$ cat src/common/flm_regs.vh
// Register offsets, field positions, reset values and timing counts of the FLL monitor.
//
// Notes on behaviour
// - Enter unlocked substate outside unlock window
// - Output halved until first lock
// - Unexpected relock keeps output undivided by two
// - Lock after consecutive samples inside lock window
// - Locked filter update averages four comparisons
// - Count DCO pulses, subtract multiply factor
// - Lock window to lock, unlock window to hold
// - Unexpected unlock sets sticky lock loss flag
// - Lock loss flag cleared by read-write sequence
// - Stop with enables low clears lock only
// - Keepalive dropped in stop flags lock loss
// - Factor, select, trim change clears lock only; the code clears lock on a trim change in FEI only
// - Monitored reference status means frequency met
// - Clock loss sets sticky flag, same clearing
// - Clock loss forces fallback mode, fields update
// - Engaged loss with reference good goes bypassed
// - Engaged clock loss also means lock loss
// - Monitoring follows mode and select
// - Off forces status low except crystal start-up
// - No DCO monitor until stable after entry
// - Select 11 engages when reference and DCO ready
`ifndef FLM_REGS_VH
`define FLM_REGS_VH

// Register word offsets (byte addresses).
`define FLM_CTRL_OFF 12'h000
`define FLM_MFD_OFF 12'h004
`define FLM_TRIM_OFF 12'h008
`define FLM_STAT_OFF 12'h00c

// Control register fields.
`define FLM_CTRL_REQ 0
`define FLM_CTRL_REF_TYPE_STATUS 2
`define FLM_CTRL_CLOCK_LOSS_DETECT_DISABLE 3
`define FLM_CTRL_LOCK_LOSS_RESET_EN 4
`define FLM_CTRL_CLOCK_LOSS_RESET_EN 5
`define FLM_CTRL_KEEP 6
`define FLM_CTRL_OSCST 7

// Status register fields.
`define FLM_STAT_LOCK 0
`define FLM_STAT_LOCK_LOSS_FLAG 1
`define FLM_STAT_CLOCK_LOSS_FLAG 2
`define FLM_STAT_EXT_REF_STATUS 3
`define FLM_STAT_DCO_STABLE_FLAG 4
`define FLM_STAT_IRQ 5
`define FLM_STAT_MODE 6

// Reset values.
`define FLM_CTRL_RST 8'h00
`define FLM_MFD_RST 8'h40
`define FLM_TRIM_RST 8'h80

// Mode codes as shown in the actual and requested mode fields.
`define FLM_MODE_SCM 2'h0
`define FLM_MODE_FEI 2'h1
`define FLM_MODE_FBE 2'h2
`define FLM_MODE_FEE 2'h3

// Output clock source selection codes.
`define FLM_OUT_DCO 2'h0
`define FLM_OUT_DCO_HALF 2'h1
`define FLM_OUT_EXT 2'h2
`define FLM_OUT_OFF 2'h3

// Timing counts: comparison window in pclk cycles, lock samples, and minimum edge counts per window.
`define FLM_COMP_CYCLES 16'd1024
`define FLM_LOCK_SAMPLES 4'd4
`define FLM_REF_MIN 12'd2
`define FLM_DCO_MIN 12'd8

`endif

$ cat src/core/flm_lock_det.v
// Lock detector with averaging loop filter update strobe.
`timescale 1ns/1ps
`include "flm_regs.vh"
module flm_lock_det #(
  parameter EW = 13,
  parameter signed [12:0] LOCK_MIN = -13'sd2,
  parameter signed [12:0] LOCK_MAX = 13'sd2,
  parameter signed [12:0] UNLOCK_MIN = -13'sd8,
  parameter signed [12:0] UNLOCK_MAX = 13'sd8,
  parameter [3:0] SAMPLES = `FLM_LOCK_SAMPLES
) (
  // Clock and reset.
  input wire pclk,
  input wire presetn,
  // Control.
  input wire enable,
  input wire clear,
  input wire sample,
  input wire signed [EW-1:0] err,
  // Results.
  output reg locked,
  output reg lost,
  output reg filt_upd,
  output reg signed [EW-1:0] filt_val
);
  reg [3:0] in_cnt;
  reg [1:0] avg_cnt;
  reg signed [EW+1:0] acc;
  wire in_lock = (err > LOCK_MIN) && (err < LOCK_MAX);
  wire in_unlock = (err >= UNLOCK_MIN) && (err <= UNLOCK_MAX);
  wire signed [EW+1:0] acc_next = acc + {{2{err[EW-1]}}, err};

  // Lock state, consecutive counter and filter strobes; expected clears never report a loss.
  always @(posedge pclk or negedge presetn) begin
    if (!presetn) begin
      locked <= 1'b0;
      lost <= 1'b0;
      filt_upd <= 1'b0;
      filt_val <= {EW{1'b0}};
      in_cnt <= 4'h0;
      avg_cnt <= 2'h0;
      acc <= {(EW+2){1'b0}};
    end else begin
      lost <= 1'b0;
      filt_upd <= 1'b0;
      if (!enable || clear) begin
        locked <= 1'b0;
        in_cnt <= 4'h0;
        avg_cnt <= 2'h0;
        acc <= {(EW+2){1'b0}};
      end else if (sample) begin
        if (!locked) begin
          filt_upd <= 1'b1;
          filt_val <= err;
          if (!in_lock) begin
            in_cnt <= 4'h0;
          end else if (in_cnt == SAMPLES - 4'h1) begin
            locked <= 1'b1;
            in_cnt <= 4'h0;
          end else begin
            in_cnt <= in_cnt + 4'h1;
          end
        end else if (!in_unlock) begin
          locked <= 1'b0;
          lost <= 1'b1;
          avg_cnt <= 2'h0;
          acc <= {(EW+2){1'b0}};
        end else if (avg_cnt == 2'h3) begin
          // Average of four by an arithmetic shift keeps the divider out of the datapath.
          filt_upd <= 1'b1;
          filt_val <= acc_next[EW+1:2];
          avg_cnt <= 2'h0;
          acc <= {(EW+2){1'b0}};
        end else begin
          avg_cnt <= avg_cnt + 2'h1;
          acc <= acc_next;
        end
      end
    end
  end
endmodule

$ cat src/core/flm_top.v
// FLL lock supervision, clock loss monitor and mode fallback with an APB register file.
`timescale 1ns/1ps
`include "flm_regs.vh"
module flm_top #(
  parameter [15:0] COMP_CYCLES = `FLM_COMP_CYCLES,
  parameter [11:0] REF_MIN = `FLM_REF_MIN,
  parameter [11:0] DCO_MIN = `FLM_DCO_MIN
) (
  // APB slave.
  input wire pclk,
  input wire presetn,
  input wire psel,
  input wire penable,
  input wire pwrite,
  input wire [11:0] paddr,
  input wire [31:0] pwdata,
  output reg [31:0] prdata,
  output reg pready,
  output reg pslverr,
  // Clock pins sampled as levels.
  input wire dco_clock,
  input wire external_ref_clock,
  // System status from same-clock logic.
  input wire stop_mode,
  input wire osc_startup,
  input wire dco_stable_flag,
  // Results.
  output reg [1:0] mode_actual,
  output reg [1:0] gen_output_clock_sel,
  output reg gen_reset_req,
  output reg filter_update,
  output reg [12:0] filter_value
);
  localparam [4:0] S_OFF = 5'b00001;
  localparam [4:0] S_SCM = 5'b00010;
  localparam [4:0] S_FEI = 5'b00100;
  localparam [4:0] S_FBE = 5'b01000;
  localparam [4:0] S_FEE = 5'b10000;

  // Software registers.
  reg [1:0] mode_request;
  reg ref_type_status;
  reg clock_loss_detect_disable;
  reg lock_loss_reset_en;
  reg clock_loss_reset_en;
  reg debug_keepalive_en;
  reg stop_osc_en;
  reg [7:0] multiply_factor;
  reg [7:0] trim;
  reg lock_loss_flag;
  reg clock_loss_flag;
  reg clr_armed;

  // Monitor state.
  reg [4:0] state;
  reg [4:0] next_state;
  reg [1:0] next_req;
  reg force_req;
  reg [2:0] dco_sync;
  reg [2:0] ref_sync;
  reg [15:0] comp_cnt;
  reg comp_tick;
  reg samp;
  reg [11:0] dco_cnt;
  reg [11:0] ref_cnt;
  reg [11:0] dco_last;
  reg [11:0] ref_last;
  reg ref_ok;
  reg ext_ref_status;
  reg dco_mon_wait;
  reg out_halve;
  reg stop_d;
  reg wake_lol_pend;
  reg lock_clear;

  wire det_locked;
  wire det_lost;
  wire det_upd;
  wire [12:0] det_val;

  wire wr = psel && penable && pwrite;
  wire rd = psel && penable && !pwrite;
  wire a_ctrl = ({paddr[11:2], 2'h0} == `FLM_CTRL_OFF);
  wire a_mfd = ({paddr[11:2], 2'h0} == `FLM_MFD_OFF);
  wire a_trim = ({paddr[11:2], 2'h0} == `FLM_TRIM_OFF);
  wire a_stat = ({paddr[11:2], 2'h0} == `FLM_STAT_OFF);
  wire mapped = a_ctrl || a_mfd || a_trim || a_stat;
  wire engaged = (state == S_FEI) || (state == S_FEE);
  wire signed [12:0] count_err = $signed({1'b0, dco_last}) - $signed({5'b0, multiply_factor});
  wire dco_edge = dco_sync[1] && !dco_sync[2];
  wire ref_edge = ref_sync[1] && !ref_sync[2];
  wire req_sel10 = (mode_request == `FLM_MODE_FBE);
  wire req_sel11 = (mode_request == `FLM_MODE_FEE);

  // Reference monitoring depends on mode, select and the crystal start-up window.
  wire ref_mon = !clock_loss_detect_disable &&
    ((state == S_OFF) ? (req_sel10 && ref_type_status && osc_startup) :
     (req_sel11 || (req_sel10 && ref_type_status)));
  // The DCO is watched in engaged and self-clocked modes once stable.
  wire dco_mon = !clock_loss_detect_disable &&
    (engaged || ((state == S_SCM) && !dco_mon_wait));
  wire ref_loss = samp && ref_mon && !ref_ok_now;
  wire dco_loss = samp && dco_mon && (dco_last < DCO_MIN);
  wire clk_loss = ref_loss || dco_loss;
  wire wake_lol = (state == S_OFF) && !stop_mode && wake_lol_pend;
  wire lol_evt = det_lost || (clk_loss && engaged) || wake_lol;
  wire stop_off = stop_mode && !debug_keepalive_en && !stop_osc_en;
  wire sw_clear = wr && a_stat && pwdata[`FLM_STAT_IRQ] && clr_armed;
  wire ref_ok_now = (ref_last >= REF_MIN);

  // Pin synchronisers: only the second stage reads the first.
  always @(posedge pclk or negedge presetn) begin
    if (!presetn) begin
      dco_sync <= 3'h0;
      ref_sync <= 3'h0;
    end else begin
      dco_sync <= {dco_sync[1:0], dco_clock};
      ref_sync <= {ref_sync[1:0], external_ref_clock};
    end
  end

  // Comparison window: edges are counted, captured on the tick and compared one cycle later.
  always @(posedge pclk or negedge presetn) begin
    if (!presetn) begin
      comp_cnt <= 16'h0;
      comp_tick <= 1'b0;
      samp <= 1'b0;
      dco_cnt <= 12'h0;
      ref_cnt <= 12'h0;
      dco_last <= 12'h0;
      ref_last <= 12'h0;
      ref_ok <= 1'b0;
    end else begin
      comp_tick <= (comp_cnt == COMP_CYCLES - 16'h1);
      comp_cnt <= (comp_cnt == COMP_CYCLES - 16'h1) ? 16'h0 : comp_cnt + 16'h1;
      samp <= comp_tick;
      if (comp_tick) begin
        dco_last <= dco_cnt;
        ref_last <= ref_cnt;
        dco_cnt <= {11'h0, dco_edge};
        ref_cnt <= {11'h0, ref_edge};
      end else begin
        // Saturating counts avoid a wrap reading as a slow clock.
        if (dco_edge && dco_cnt != 12'hfff) begin
          dco_cnt <= dco_cnt + 12'h1;
        end
        if (ref_edge && ref_cnt != 12'hfff) begin
          ref_cnt <= ref_cnt + 12'h1;
        end
      end
      if (samp) begin
        ref_ok <= ref_ok_now;
      end
    end
  end

  // Reference status: real time when monitored, forced otherwise.
  always @(posedge pclk or negedge presetn) begin
    if (!presetn) begin
      ext_ref_status <= 1'b0;
    end else if (ref_mon) begin
      ext_ref_status <= samp ? ref_ok_now : ref_ok;
    end else begin
      ext_ref_status <= (state != S_OFF) && req_sel10 && !ref_type_status;
    end
  end

  // Mode selection, including forced fallbacks that rewrite the requested mode.
  always @* begin
    next_state = state;
    next_req = mode_request;
    force_req = 1'b0;
    case (state)
      S_OFF: begin
        if (!stop_mode) begin
          next_state = (req_sel10 && ext_ref_status) ? S_FBE : S_SCM;
        end
      end
      S_SCM: begin
        if (stop_off) begin
          next_state = S_OFF;
        end else if (mode_request == `FLM_MODE_FEI && dco_stable_flag) begin
          next_state = S_FEI;
        end else if (req_sel11 && ext_ref_status && dco_stable_flag) begin
          next_state = S_FEE;
        end else if (req_sel10 && ext_ref_status) begin
          next_state = S_FBE;
        end
      end
      S_FEI: begin
        if (stop_off) begin
          next_state = S_OFF;
        end else if (mode_request == `FLM_MODE_SCM || req_sel10) begin
          next_state = S_SCM;
        end else if (req_sel11 && ext_ref_status && dco_stable_flag) begin
          next_state = S_FEE;
        end
      end
      S_FBE: begin
        if (stop_off) begin
          next_state = S_OFF;
        end else if (ref_loss) begin
          next_state = S_SCM;
          next_req = `FLM_MODE_SCM;
          force_req = 1'b1;
        end else if (!req_sel10) begin
          next_state = S_SCM;
        end
      end
      S_FEE: begin
        if (stop_off) begin
          next_state = S_OFF;
        end else if (ref_loss) begin
          next_state = S_SCM;
          next_req = `FLM_MODE_SCM;
          force_req = 1'b1;
        end else if (dco_loss && ext_ref_status) begin
          next_state = S_FBE;
          next_req = `FLM_MODE_FBE;
          force_req = 1'b1;
        end else if (!req_sel11) begin
          next_state = (req_sel10 && ext_ref_status) ? S_FBE : S_SCM;
        end
      end
      default: begin
        next_state = S_SCM;
      end
    endcase
  end

  // State, DCO monitor hold-off and stop bookkeeping.
  always @(posedge pclk or negedge presetn) begin
    if (!presetn) begin
      state <= S_SCM;
      dco_mon_wait <= 1'b0;
      stop_d <= 1'b0;
      wake_lol_pend <= 1'b0;
    end else begin
      state <= next_state;
      stop_d <= stop_mode;
      if (next_state == S_SCM && (state == S_OFF || state == S_FBE)) begin
        dco_mon_wait <= 1'b1;
      end else if (dco_stable_flag) begin
        dco_mon_wait <= 1'b0;
      end
      // Keepalive dropped after the stop began is an unexpected clock stop.
      if (state != S_OFF && next_state == S_OFF && stop_d) begin
        wake_lol_pend <= 1'b1;
      end else if (wake_lol) begin
        wake_lol_pend <= 1'b0;
      end
    end
  end

  // Software registers; a forced fallback overrides a write to the select field.
  always @(posedge pclk or negedge presetn) begin
    if (!presetn) begin
      {stop_osc_en, debug_keepalive_en, clock_loss_reset_en, lock_loss_reset_en,
       clock_loss_detect_disable, ref_type_status, mode_request} <= `FLM_CTRL_RST;
      multiply_factor <= `FLM_MFD_RST;
      trim <= `FLM_TRIM_RST;
      lock_clear <= 1'b0;
    end else begin
      lock_clear <= 1'b0;
      if (wr && a_ctrl) begin
        {stop_osc_en, debug_keepalive_en, clock_loss_reset_en, lock_loss_reset_en,
         clock_loss_detect_disable, ref_type_status} <= pwdata[7:2];
        mode_request <= pwdata[`FLM_CTRL_REQ +: 2];
        if (pwdata[`FLM_CTRL_REQ +: 2] != mode_request) begin
          lock_clear <= 1'b1;
        end
      end
      if (force_req) begin
        mode_request <= next_req;
      end
      if (wr && a_mfd) begin
        multiply_factor <= pwdata[7:0];
        lock_clear <= lock_clear || (pwdata[7:0] != multiply_factor);
      end
      if (wr && a_trim) begin
        trim <= pwdata[7:0];
        if (state == S_FEI && pwdata[7:0] != trim) begin
          lock_clear <= 1'b1;
        end
      end
      if (next_state != state) begin
        lock_clear <= 1'b1;
      end
    end
  end

  // Sticky error flags: a new event in the clearing cycle wins over the clear.
  always @(posedge pclk or negedge presetn) begin
    if (!presetn) begin
      lock_loss_flag <= 1'b0;
      clock_loss_flag <= 1'b0;
      clr_armed <= 1'b0;
      gen_reset_req <= 1'b0;
    end else begin
      if (lol_evt) begin
        lock_loss_flag <= 1'b1;
      end else if (sw_clear) begin
        lock_loss_flag <= 1'b0;
      end
      if (clk_loss) begin
        clock_loss_flag <= 1'b1;
      end else if (sw_clear) begin
        clock_loss_flag <= 1'b0;
      end
      if (rd && a_stat) begin
        clr_armed <= 1'b1;
      end else if (wr && a_stat) begin
        clr_armed <= 1'b0;
      end
      // The lock-loss reset request wins even when the clock-loss reset is off.
      gen_reset_req <= (lol_evt && lock_loss_reset_en) || (clk_loss && clock_loss_reset_en);
    end
  end

  // Output clock routing; the halving holds from engaged-external entry until first lock.
  always @(posedge pclk or negedge presetn) begin
    if (!presetn) begin
      out_halve <= 1'b0;
      gen_output_clock_sel <= `FLM_OUT_DCO;
      mode_actual <= `FLM_MODE_SCM;
    end else begin
      if ((next_state == S_FEE && state != S_FEE) || (state == S_FEE && lock_clear)) begin
        out_halve <= 1'b1;
      end else if (det_locked || state != S_FEE) begin
        out_halve <= 1'b0;
      end
      if (state == S_OFF || (stop_mode && !debug_keepalive_en)) begin
        gen_output_clock_sel <= `FLM_OUT_OFF;
      end else if (state == S_FBE) begin
        gen_output_clock_sel <= `FLM_OUT_EXT;
      end else if (state == S_FEE && out_halve) begin
        gen_output_clock_sel <= `FLM_OUT_DCO_HALF;
      end else begin
        gen_output_clock_sel <= `FLM_OUT_DCO;
      end
      // Off keeps the last code shown since it has no code of its own.
      case (state)
        S_SCM: mode_actual <= `FLM_MODE_SCM;
        S_FEI: mode_actual <= `FLM_MODE_FEI;
        S_FBE: mode_actual <= `FLM_MODE_FBE;
        S_FEE: mode_actual <= `FLM_MODE_FEE;
        default: mode_actual <= mode_actual;
      endcase
    end
  end

  // Lock detector runs only while the loop is closed.
  flm_lock_det #(
    .EW(13),
    .SAMPLES(`FLM_LOCK_SAMPLES)
  ) u_det (
    .pclk(pclk),
    .presetn(presetn),
    .enable(engaged),
    .clear(lock_clear),
    .sample(samp),
    .err(count_err),
    .locked(det_locked),
    .lost(det_lost),
    .filt_upd(det_upd),
    .filt_val(det_val)
  );

  // Filter strobe retimed so the port comes straight from a flop.
  always @(posedge pclk or negedge presetn) begin
    if (!presetn) begin
      filter_update <= 1'b0;
      filter_value <= 13'h0;
    end else begin
      filter_update <= det_upd;
      if (det_upd) begin
        filter_value <= det_val;
      end
    end
  end

  // APB answer: zero wait states, unmapped addresses flag an error and read zero.
  always @(posedge pclk or negedge presetn) begin
    if (!presetn) begin
      prdata <= 32'h0;
      pready <= 1'b0;
      pslverr <= 1'b0;
    end else begin
      pready <= psel && !penable;
      pslverr <= psel && !penable && !mapped;
      prdata <= 32'h0;
      if (psel && !penable && !pwrite) begin
        if (a_ctrl) begin
          prdata <= {24'h0, stop_osc_en, debug_keepalive_en, clock_loss_reset_en, lock_loss_reset_en,
                     clock_loss_detect_disable, ref_type_status, mode_request};
        end else if (a_mfd) begin
          prdata <= {24'h0, multiply_factor};
        end else if (a_trim) begin
          prdata <= {24'h0, trim};
        end else if (a_stat) begin
          prdata <= {24'h0, mode_actual, lock_loss_flag || clock_loss_flag, dco_stable_flag,
                     ext_ref_status, clock_loss_flag, lock_loss_flag, det_locked};
        end
      end
    end
  end
endmodule

$ cat config.mk
export PLATFORM = sky130hd
export DESIGN_NAME = flm_top
export DESIGN_NICKNAME = d
export VERILOG_FILES = /design/src/core/flm_lock_det.v /design/src/core/flm_top.v
export VERILOG_INCLUDE_DIRS = /design/src /design/src/common
export SDC_FILE = /design/constraint.sdc
export NUM_CORES = 1
export LEC_CHECK = 0
export BUFFER_PORTS_ARGS = -buffer_cell sky130_fd_sc_hd__buf_2
export CAP_MARGIN = 40
export CORE_MARGIN = 3
export CORE_UTILIZATION = 35
export CTS_BUF_LIST = sky130_fd_sc_hd__clkbuf_2
export DETAILED_ROUTE_END_ITERATION = 10
export HOLD_SLACK_MARGIN = 0.02
export PLACE_DENSITY = 0.5
export SLEW_MARGIN = 20
export SYNTH_ARGS = -nofsm -noshare
export SYNTH_HDL_FRONTEND = slang
export SYNTH_HIERARCHICAL = 1
export SYNTH_SLANG_ARGS = --single-unit
$ cat constraint.sdc
create_clock -name pclk -period 11.66 [get_ports pclk]
set_input_delay 0.583 -clock pclk [delete_from_list [all_inputs] [get_ports pclk]]
set_output_delay 0.583 -clock pclk [all_outputs]
set_load 0.005 [all_outputs]
==> results.md, run 1 <==
* Fin Setup TNS at 0 ps
* Relative slew slack at 42.1%
* Post-CTS Hold Fix Bufs at 6
* Internal power at 0.829 mW
* First-pass GRT wire length at 35,500 um
* Tot Pwr at 1.19 mW
* Post-synth top area cell: dfrtp_1
* Pleak at 4.89 nW
* Vias in the first global route at 6,524
* Cells on worst reg2reg path at 16
* Switching share of power at 30.6%
* Starting DRT DRC Count at 435
* WP data arrival at 5080 ps
* #FFs+latches synth at 176
* Final nets at 1,045
* Port Buf Inserts at 56
* Die extent in y at 170 um
* Worst-Margin Slew at 856 ps
* Core area at 26,300 um2
* Io pins at 107
* Asr flop ratio synth at 100%
* Synth area leaders: dfrtp_1 46%, mux2_2 6.9%, ha_1 3.6%
* Crit path from: multiply_factor[0]
* Router iterations before antenna repair at 5
* Final clock skew at 78.3 ps
* Number of CTS-inserted buffers at 17
* Clock sinks at 176
* Clk pwr share at 29.8%
* Synthesized netlist cell count at 909
* Starting Density at 36.0%
* Total wire length at 21,100 um
* Period Utilization, post-route at 38.0%
* Row count at 59
* Worst-Skew Late Latency at 760 ps
* Initial antenna violation count at 1
* Routed WL per cell at 16.1 um
* RSZ-0062 raised after global routing: no
* Die Area at 29,000 um2
* Layout Area Growth over Synthesis at 9.61%
* Ys Warns at 6
* Fmax at 226 MHz
* Final core utilization at 39.5%
* Post-synthesis sequential area ratio at 46.6%
* Final Hold Fails at 0
* Sw power at 0.366 mW
* Setup bufs post-CTS at 0
* Post-DP Area at 10,000 um2
* Reg power frac at 56.9%
* Dpl hpwl at 15,400 um
* Number of H-tree levels at 4
* P per Cell Area at 115 nW/um2
* CP Launch Type: flop
* Main synth FF type: dfrtp_1
* Min-delay src: penable
* Clock buffer depth at 2
* Drc violations at 0
* Cells after DPL at 1,271
* Crit Path Class: reg2reg
* Worst Path Max Fanout at 19
* Worst hold path depth at 3
* Total gr overflow at 0
* CTS resizes at 0
* Peak VDD IR at 69.1 uV
* Netlist cell types at 74
* Post-route minimum period at 4430 ps
* Chip Width at 170 um
* Post-synth EDFFs at 0
* Status: complete, no violations
* Gate power share at 13.2%
* Mean post-synth cell area at 10.4 um2
* Largest net degree at the start of global routing at 102
* Vias at 6,791
* Share of cells above drive strength 1 at 18.1%
* Hold crit path type: in2reg
* Top cell type's share of synthesized area at 45.8%
* Layout Cells excl Fill at 1,311
* Root Buffer: clkbuf_2
* Antenna-violating nets left at 0
* Routability cong. at 0.867
* Post-route design area at 10,400 um2
* Vias per Instance at 5.18
* Mapped Area at 9460 um2
* Max cap viols at 0
* CTS tree: yes
* Final Max Tran Viols at 0
* CP endpoint kind: flop
* Worst-path clk slew at 290 ps
* Critical Path RT at 12,310 ps
* R2R Path Start: multiply_factor[0]
* All-Layer GR Usage at 15.1%
* Setup Viol. Count Final at 0
## through the flow
stage,hold WS (ps),setup slack [ps]
floorplan,287,7980
detailed placement,337,7200
finish,99.9,7230
global placement,338,7180
global route,24.6,6820
CTS,25.1,7160
## cell usage in the layout (no fill, tap or decap), drive strengths merged, types with 4 or more instances in the layout
master	count
a31oi	6
nor2b	14
xor2	37
or3	8
nand3	36
nor3	14
clkbuf	19
buf	63
a21oi	34
nand4	20
nor3b	5
dlygate4sd3	6
xnor2	36
mux4	8
conb	24
a22o	7
a21o	14
nand2b	8
inv	39
mux2i	14
a41oi	4
o21ai	46
o31a	4
mux2	59
clkinv	5
nor2	72
o32ai	4
nand2	62
a211oi	9
and3	20
o22ai	4
nor4	14
ha	27
o31ai	7
dfrtp	173
and2	4
or4	5
## cells in the mapped netlist, types with 13 or more instances
library cell	number
nand4_1	20
o21ai_0	34
clkbuf_1	24
nand3_1	36
nor2b_1	14
ha_1	27
mux2_2	58
xnor2_1	36
nand2_1	61
mux2i_1	14
buf_4	24
inv_1	34
nor2_1	72
nor3_1	13
and3_1	20
xor2_1	37
a21oi_1	34
dfrtp_1	173
a21o_1	14
nor4_1	14
## sequential cells by signal (all words and copies together), names as in the netlist, 4 cells and up
signal	cells
ref_last	11
dco_cnt	12
u_det/in_cnt	4
u_det/acc	15
multiply_factor	8
trim	8
state	5
filter_value	13
dco_last	12
prdata	8
u_det/filt_val	13
comp_cnt	16
ref_cnt	12
## kinds of logic (layout without fill, tap and decap cells)
kind of cell	count (synthesis)	count (layout)	share of synthesized area, %
AOI/OAI and AO/OA	163	163	11.6
xor gates and xnor gates	73	73	6.76
adders and majority gates	29	29	3.99
buffers and inverters	94	137	5.01
DFF	176	176	46.6
muxes	81	81	10.4
other	1	25	0.0396
and+or+nand+nor	292	292	15.6
## worst max-delay path: stages (launching register included)
cell and delay, ps:
dfrtp_1 500, ha_1 250, fa_1 410, nor2b_1 120, o21ai_0 110, a21boi_0 230, o21ai_0 150, a211oi_1 460
nor3_1 110, xor2_1 320, nand4_1 130, or3_1 410, o21ai_2 130, nand2_2 100, a21o_1 450, clkinv_4 160
mux2_1 320
## final timing paths
kind	slack, ps	end
worst max-delay path	7230	u_det/filt_val[0]
worst min-delay path	100	pready
worst max register to register	7230	u_det/filt_val[0]
worst min register to register	390	dco_sync[1]
max in group asynchronous	10390	dco_cnt[6]
min in group asynchronous	200	filter_value[5]
## power by group through the flow
stage	clock network, mW	logic, mW	registers [mW]
after floorplan	0	0.123	0.673
after global placement	0	0.155	0.691
after detailed placement	0	0.156	0.691
after CTS	0.373	0.159	0.680
after global routing	0.396	0.179	0.687
final	0.357	0.158	0.680
## per-layer routing
layer	up-vias	global-route usage, %	share of wire, %
met1	3335	22.6	51
met5	-	0	0
li1	3327	-	-
met4	0	3.67	1.2
met3	16	2.60	3.0
met2	113	22.9	45
## layout make-up
cell class                 count  area (um2)
clock inverter                14         180
inverter                      35         136
fill                        2594       15900
timing repair buffer          70         469
multi-input combinational    662        4670
clock buffer                  18        90.1
tap                          335         419
antenna                        1        2.50
sequential                   176        4410
No activity file was read; power rests on OpenSTA's default activity.
==> run 2, diff against run 1 <==
==> constraint.sdc (replaced) <==
create_clock -name pclk -period 4.3 [get_ports pclk]
set_input_delay 0.215 -clock pclk [delete_from_list [all_inputs] [get_ports pclk]]
set_output_delay 0.215 -clock pclk [all_outputs]
set_load 0.005 [all_outputs]
==> run 2 against run 1 <==
Effect of this change:
- wire length increased by 1.5%
- critical path depth unchanged
- first-iteration DRC count increased by 6.4%
- highest routed layer unchanged
- critical path type unchanged
- global-route usage increased by 0.38 points
- sequential power increased to 2.7 times the previous value
- non-clock buffer count increased by 28
- sequential share of layout area decreased by 0.83 points
- largest cell class unchanged
- utilization increased by 0.80 points
==> results.md, run 2 (synthesis gave the netlist of run 1 again) <==
* Status: complete, no violations
* Antenna-violating nets left at 0
* Critical Path RT at 4910 ps
* Largest net degree at the start of global routing at 100
* Peak VDD IR at 166 uV
* Share of cells above drive strength 1 at 19.3%
* Vias per Instance at 5.13
* Switching share of power at 31.4%
* Crit-path cells: ha_1 -> fa_1 -> nor2b_1 -> o21ai_0 -> a21boi_1 -> o21ai_0 -> a211oi_2 -> buf_4 -> xnor2_1 -> ha_2 -> a21oi_1 -> o21ai_0 -> or3_1 -> a21oi_1 -> xor2_1 -> o21ai_0
* Dpl hpwl at 15,500 um
* Reg power frac at 59.1%
* Total wire length at 21,500 um
* CTS tree: yes
* Fmax at 253 MHz
* Pleak at 4.97 nW
* Final clock skew at 46.8 ps
* Setup Viol. Count Final at 0
* Relative slew slack at 55.2%
* Core area at 26,300 um2
* Drc violations at 0
* Layout Cells excl Fill at 1,339
* Port Buf Inserts at 56
* Sw power at 0.981 mW
* Router iterations before antenna repair at 7
* Starting Density at 36.0%
* Clock buffer depth at 2
* Met2 routed WL at 9830 um
* Number of H-tree levels at 4
* Routability cong. at 0.813
* Crit Path Class: reg2reg
* Top Layer Used: met4
* Vias at 6,868
* CP endpoint kind: flop
* Number of CTS-inserted buffers at 17
* Final Hold Fails at 0
* Most frequent cells in the layout: 172 x dfrtp_1, 72 x nor2_1, 61 x nand2_1, 58 x mux2_2, 56 x buf_2
* Cells after DPL at 1,281
* Final nets at 1,073
* Final WS setup at 351 ps
* Post-route minimum period at 3950 ps
* Total gr overflow at 0
* Crit-path max cell delay at 430 ps
* Root Buffer: clkbuf_2
* Die Area at 29,000 um2
* Hold crit path type: in2reg
* Fill count at 2,583
* WL met3 at 755 um
* Gate power share at 14.2%
* Clk pwr share at 26.7%
* Internal power at 2.14 mW
* Row count at 59
* Layout Area Growth over Synthesis at 11.8%
* DRT met1 WL at 10,600 um
* Die extent in y at 170 um
* Vias in the first global route at 6,833
* Initial antenna violation count at 1
* Period Utilization, post-route at 91.8%
* Setup bufs post-CTS at 0
* Slowest-stage cell, CP: dfrtp_1
* Worst-path clk slew at 240 ps
* Crit-path most repeated cell: o21ai_0
* Final Max Tran Viols at 0
* Worst slack at placement at 146 ps
* Clock sinks at 176
* Worst Path Max Fanout at 7
* Most common cell after layout, fill and taps aside: dfrtp_1
* Max FFs per register at 16
* Chip Width at 170 um
* Io pins at 107
* P per Cell Area at 295 nW/um2
* Max cap viols at 0
* Biggest regs: comp_cnt x16, u_det/acc x15
* All-Layer GR Usage at 15.5%
* CP Launch Type: flop
* Routed WL per cell at 16.0 um
* Starting DRT DRC Count at 463
* Worst-Margin Slew at 666 ps
* WP data arrival at 4560 ps
* Largest Register: comp_cnt
* Worst-Skew Late Latency at 720 ps
* First-pass GRT wire length at 36,500 um
==> run 2: layout make-up <==
cell class / instances / area (um2) / area share, %
clock buffers: 19 / 95.1 / 0.899
clock inverters: 13 / 128 / 1.21
multi-input cells: 662 / 4710 / 44.5
diodes: 1 / 2.50 / 0.0237
flip-flops and latches: 176 / 4410 / 41.7
repair buffers: 98 / 682 / 6.45
inverters: 35 / 136 / 1.29
well taps: 335 / 419 / 3.96
==> run 2: power groups by stage <==
stage	clock network (mW)	registers [mW]	logic, mW
after floorplan	0	1.82	0.333
after global placement	0	1.87	0.423
after detailed placement	0	1.87	0.423
after CTS	0.889	1.85	0.440
after global routing	0.953	1.86	0.504
final	0.833	1.85	0.443
==> run 2: path summary, 6_finish.rpt <==
check	start	end	slack (ps)	depth (start not counted)
max reg2reg	multiply_factor[0]	u_det/acc[11]	350	16
min reg2reg	dco_sync[0]	dco_sync[1]	380	0
max in group asynchronous	presetn	ref_last[7]	2710	5
max	multiply_factor[0]	u_det/acc[11]	350	16
min	dco_clock	dco_sync[0]	130	2
min in group asynchronous	presetn	filter_value[1]	380	3
==> run 2: routing by layer <==
metal	GRT usage [%]	vias up
li1	-	3389
met1	22.6	3337
met2	24.0	119
met3	2.81	23
met4	3.92	0
met5	0	-
==> run 2: critical path: cells and delay by family, from the launching register on <==
family                   cells  cell delay [ps]
buffers and inverters        1              170
adder cells (fa/ha/maj)      3             1030
AO/OA/AOI/OAI                8             1330
XOR/XNOR                     2              420
AND/OR/NAND/NOR              2              480
flip-flops                   1              430
==> run 2: timing repair <==
item / CTS / global route
resized for setup: 0 / 9
hold buffers: 23 / 1
hold endpoints to repair: 148 / 9
endpoints found under the setup margin: 0 / 18
==> run 2: per-stage QoR <==
stage	hold WS (ps)	power, mW	instance area [um2]	TNS (ps)	utilization, %
2_1_floorplan	-80.6	2.16	9550	0	-
5_1_grt	61.4	3.32	10600	-31.6	40.3
6_report	132	3.12	10600	0	40.3
3_5_place_dp	324	2.30	10000	0	38.2
3_3_place_gp	325	2.29	10000	0	38.2
4_1_cts	36.6	3.17	10500	0	39.9
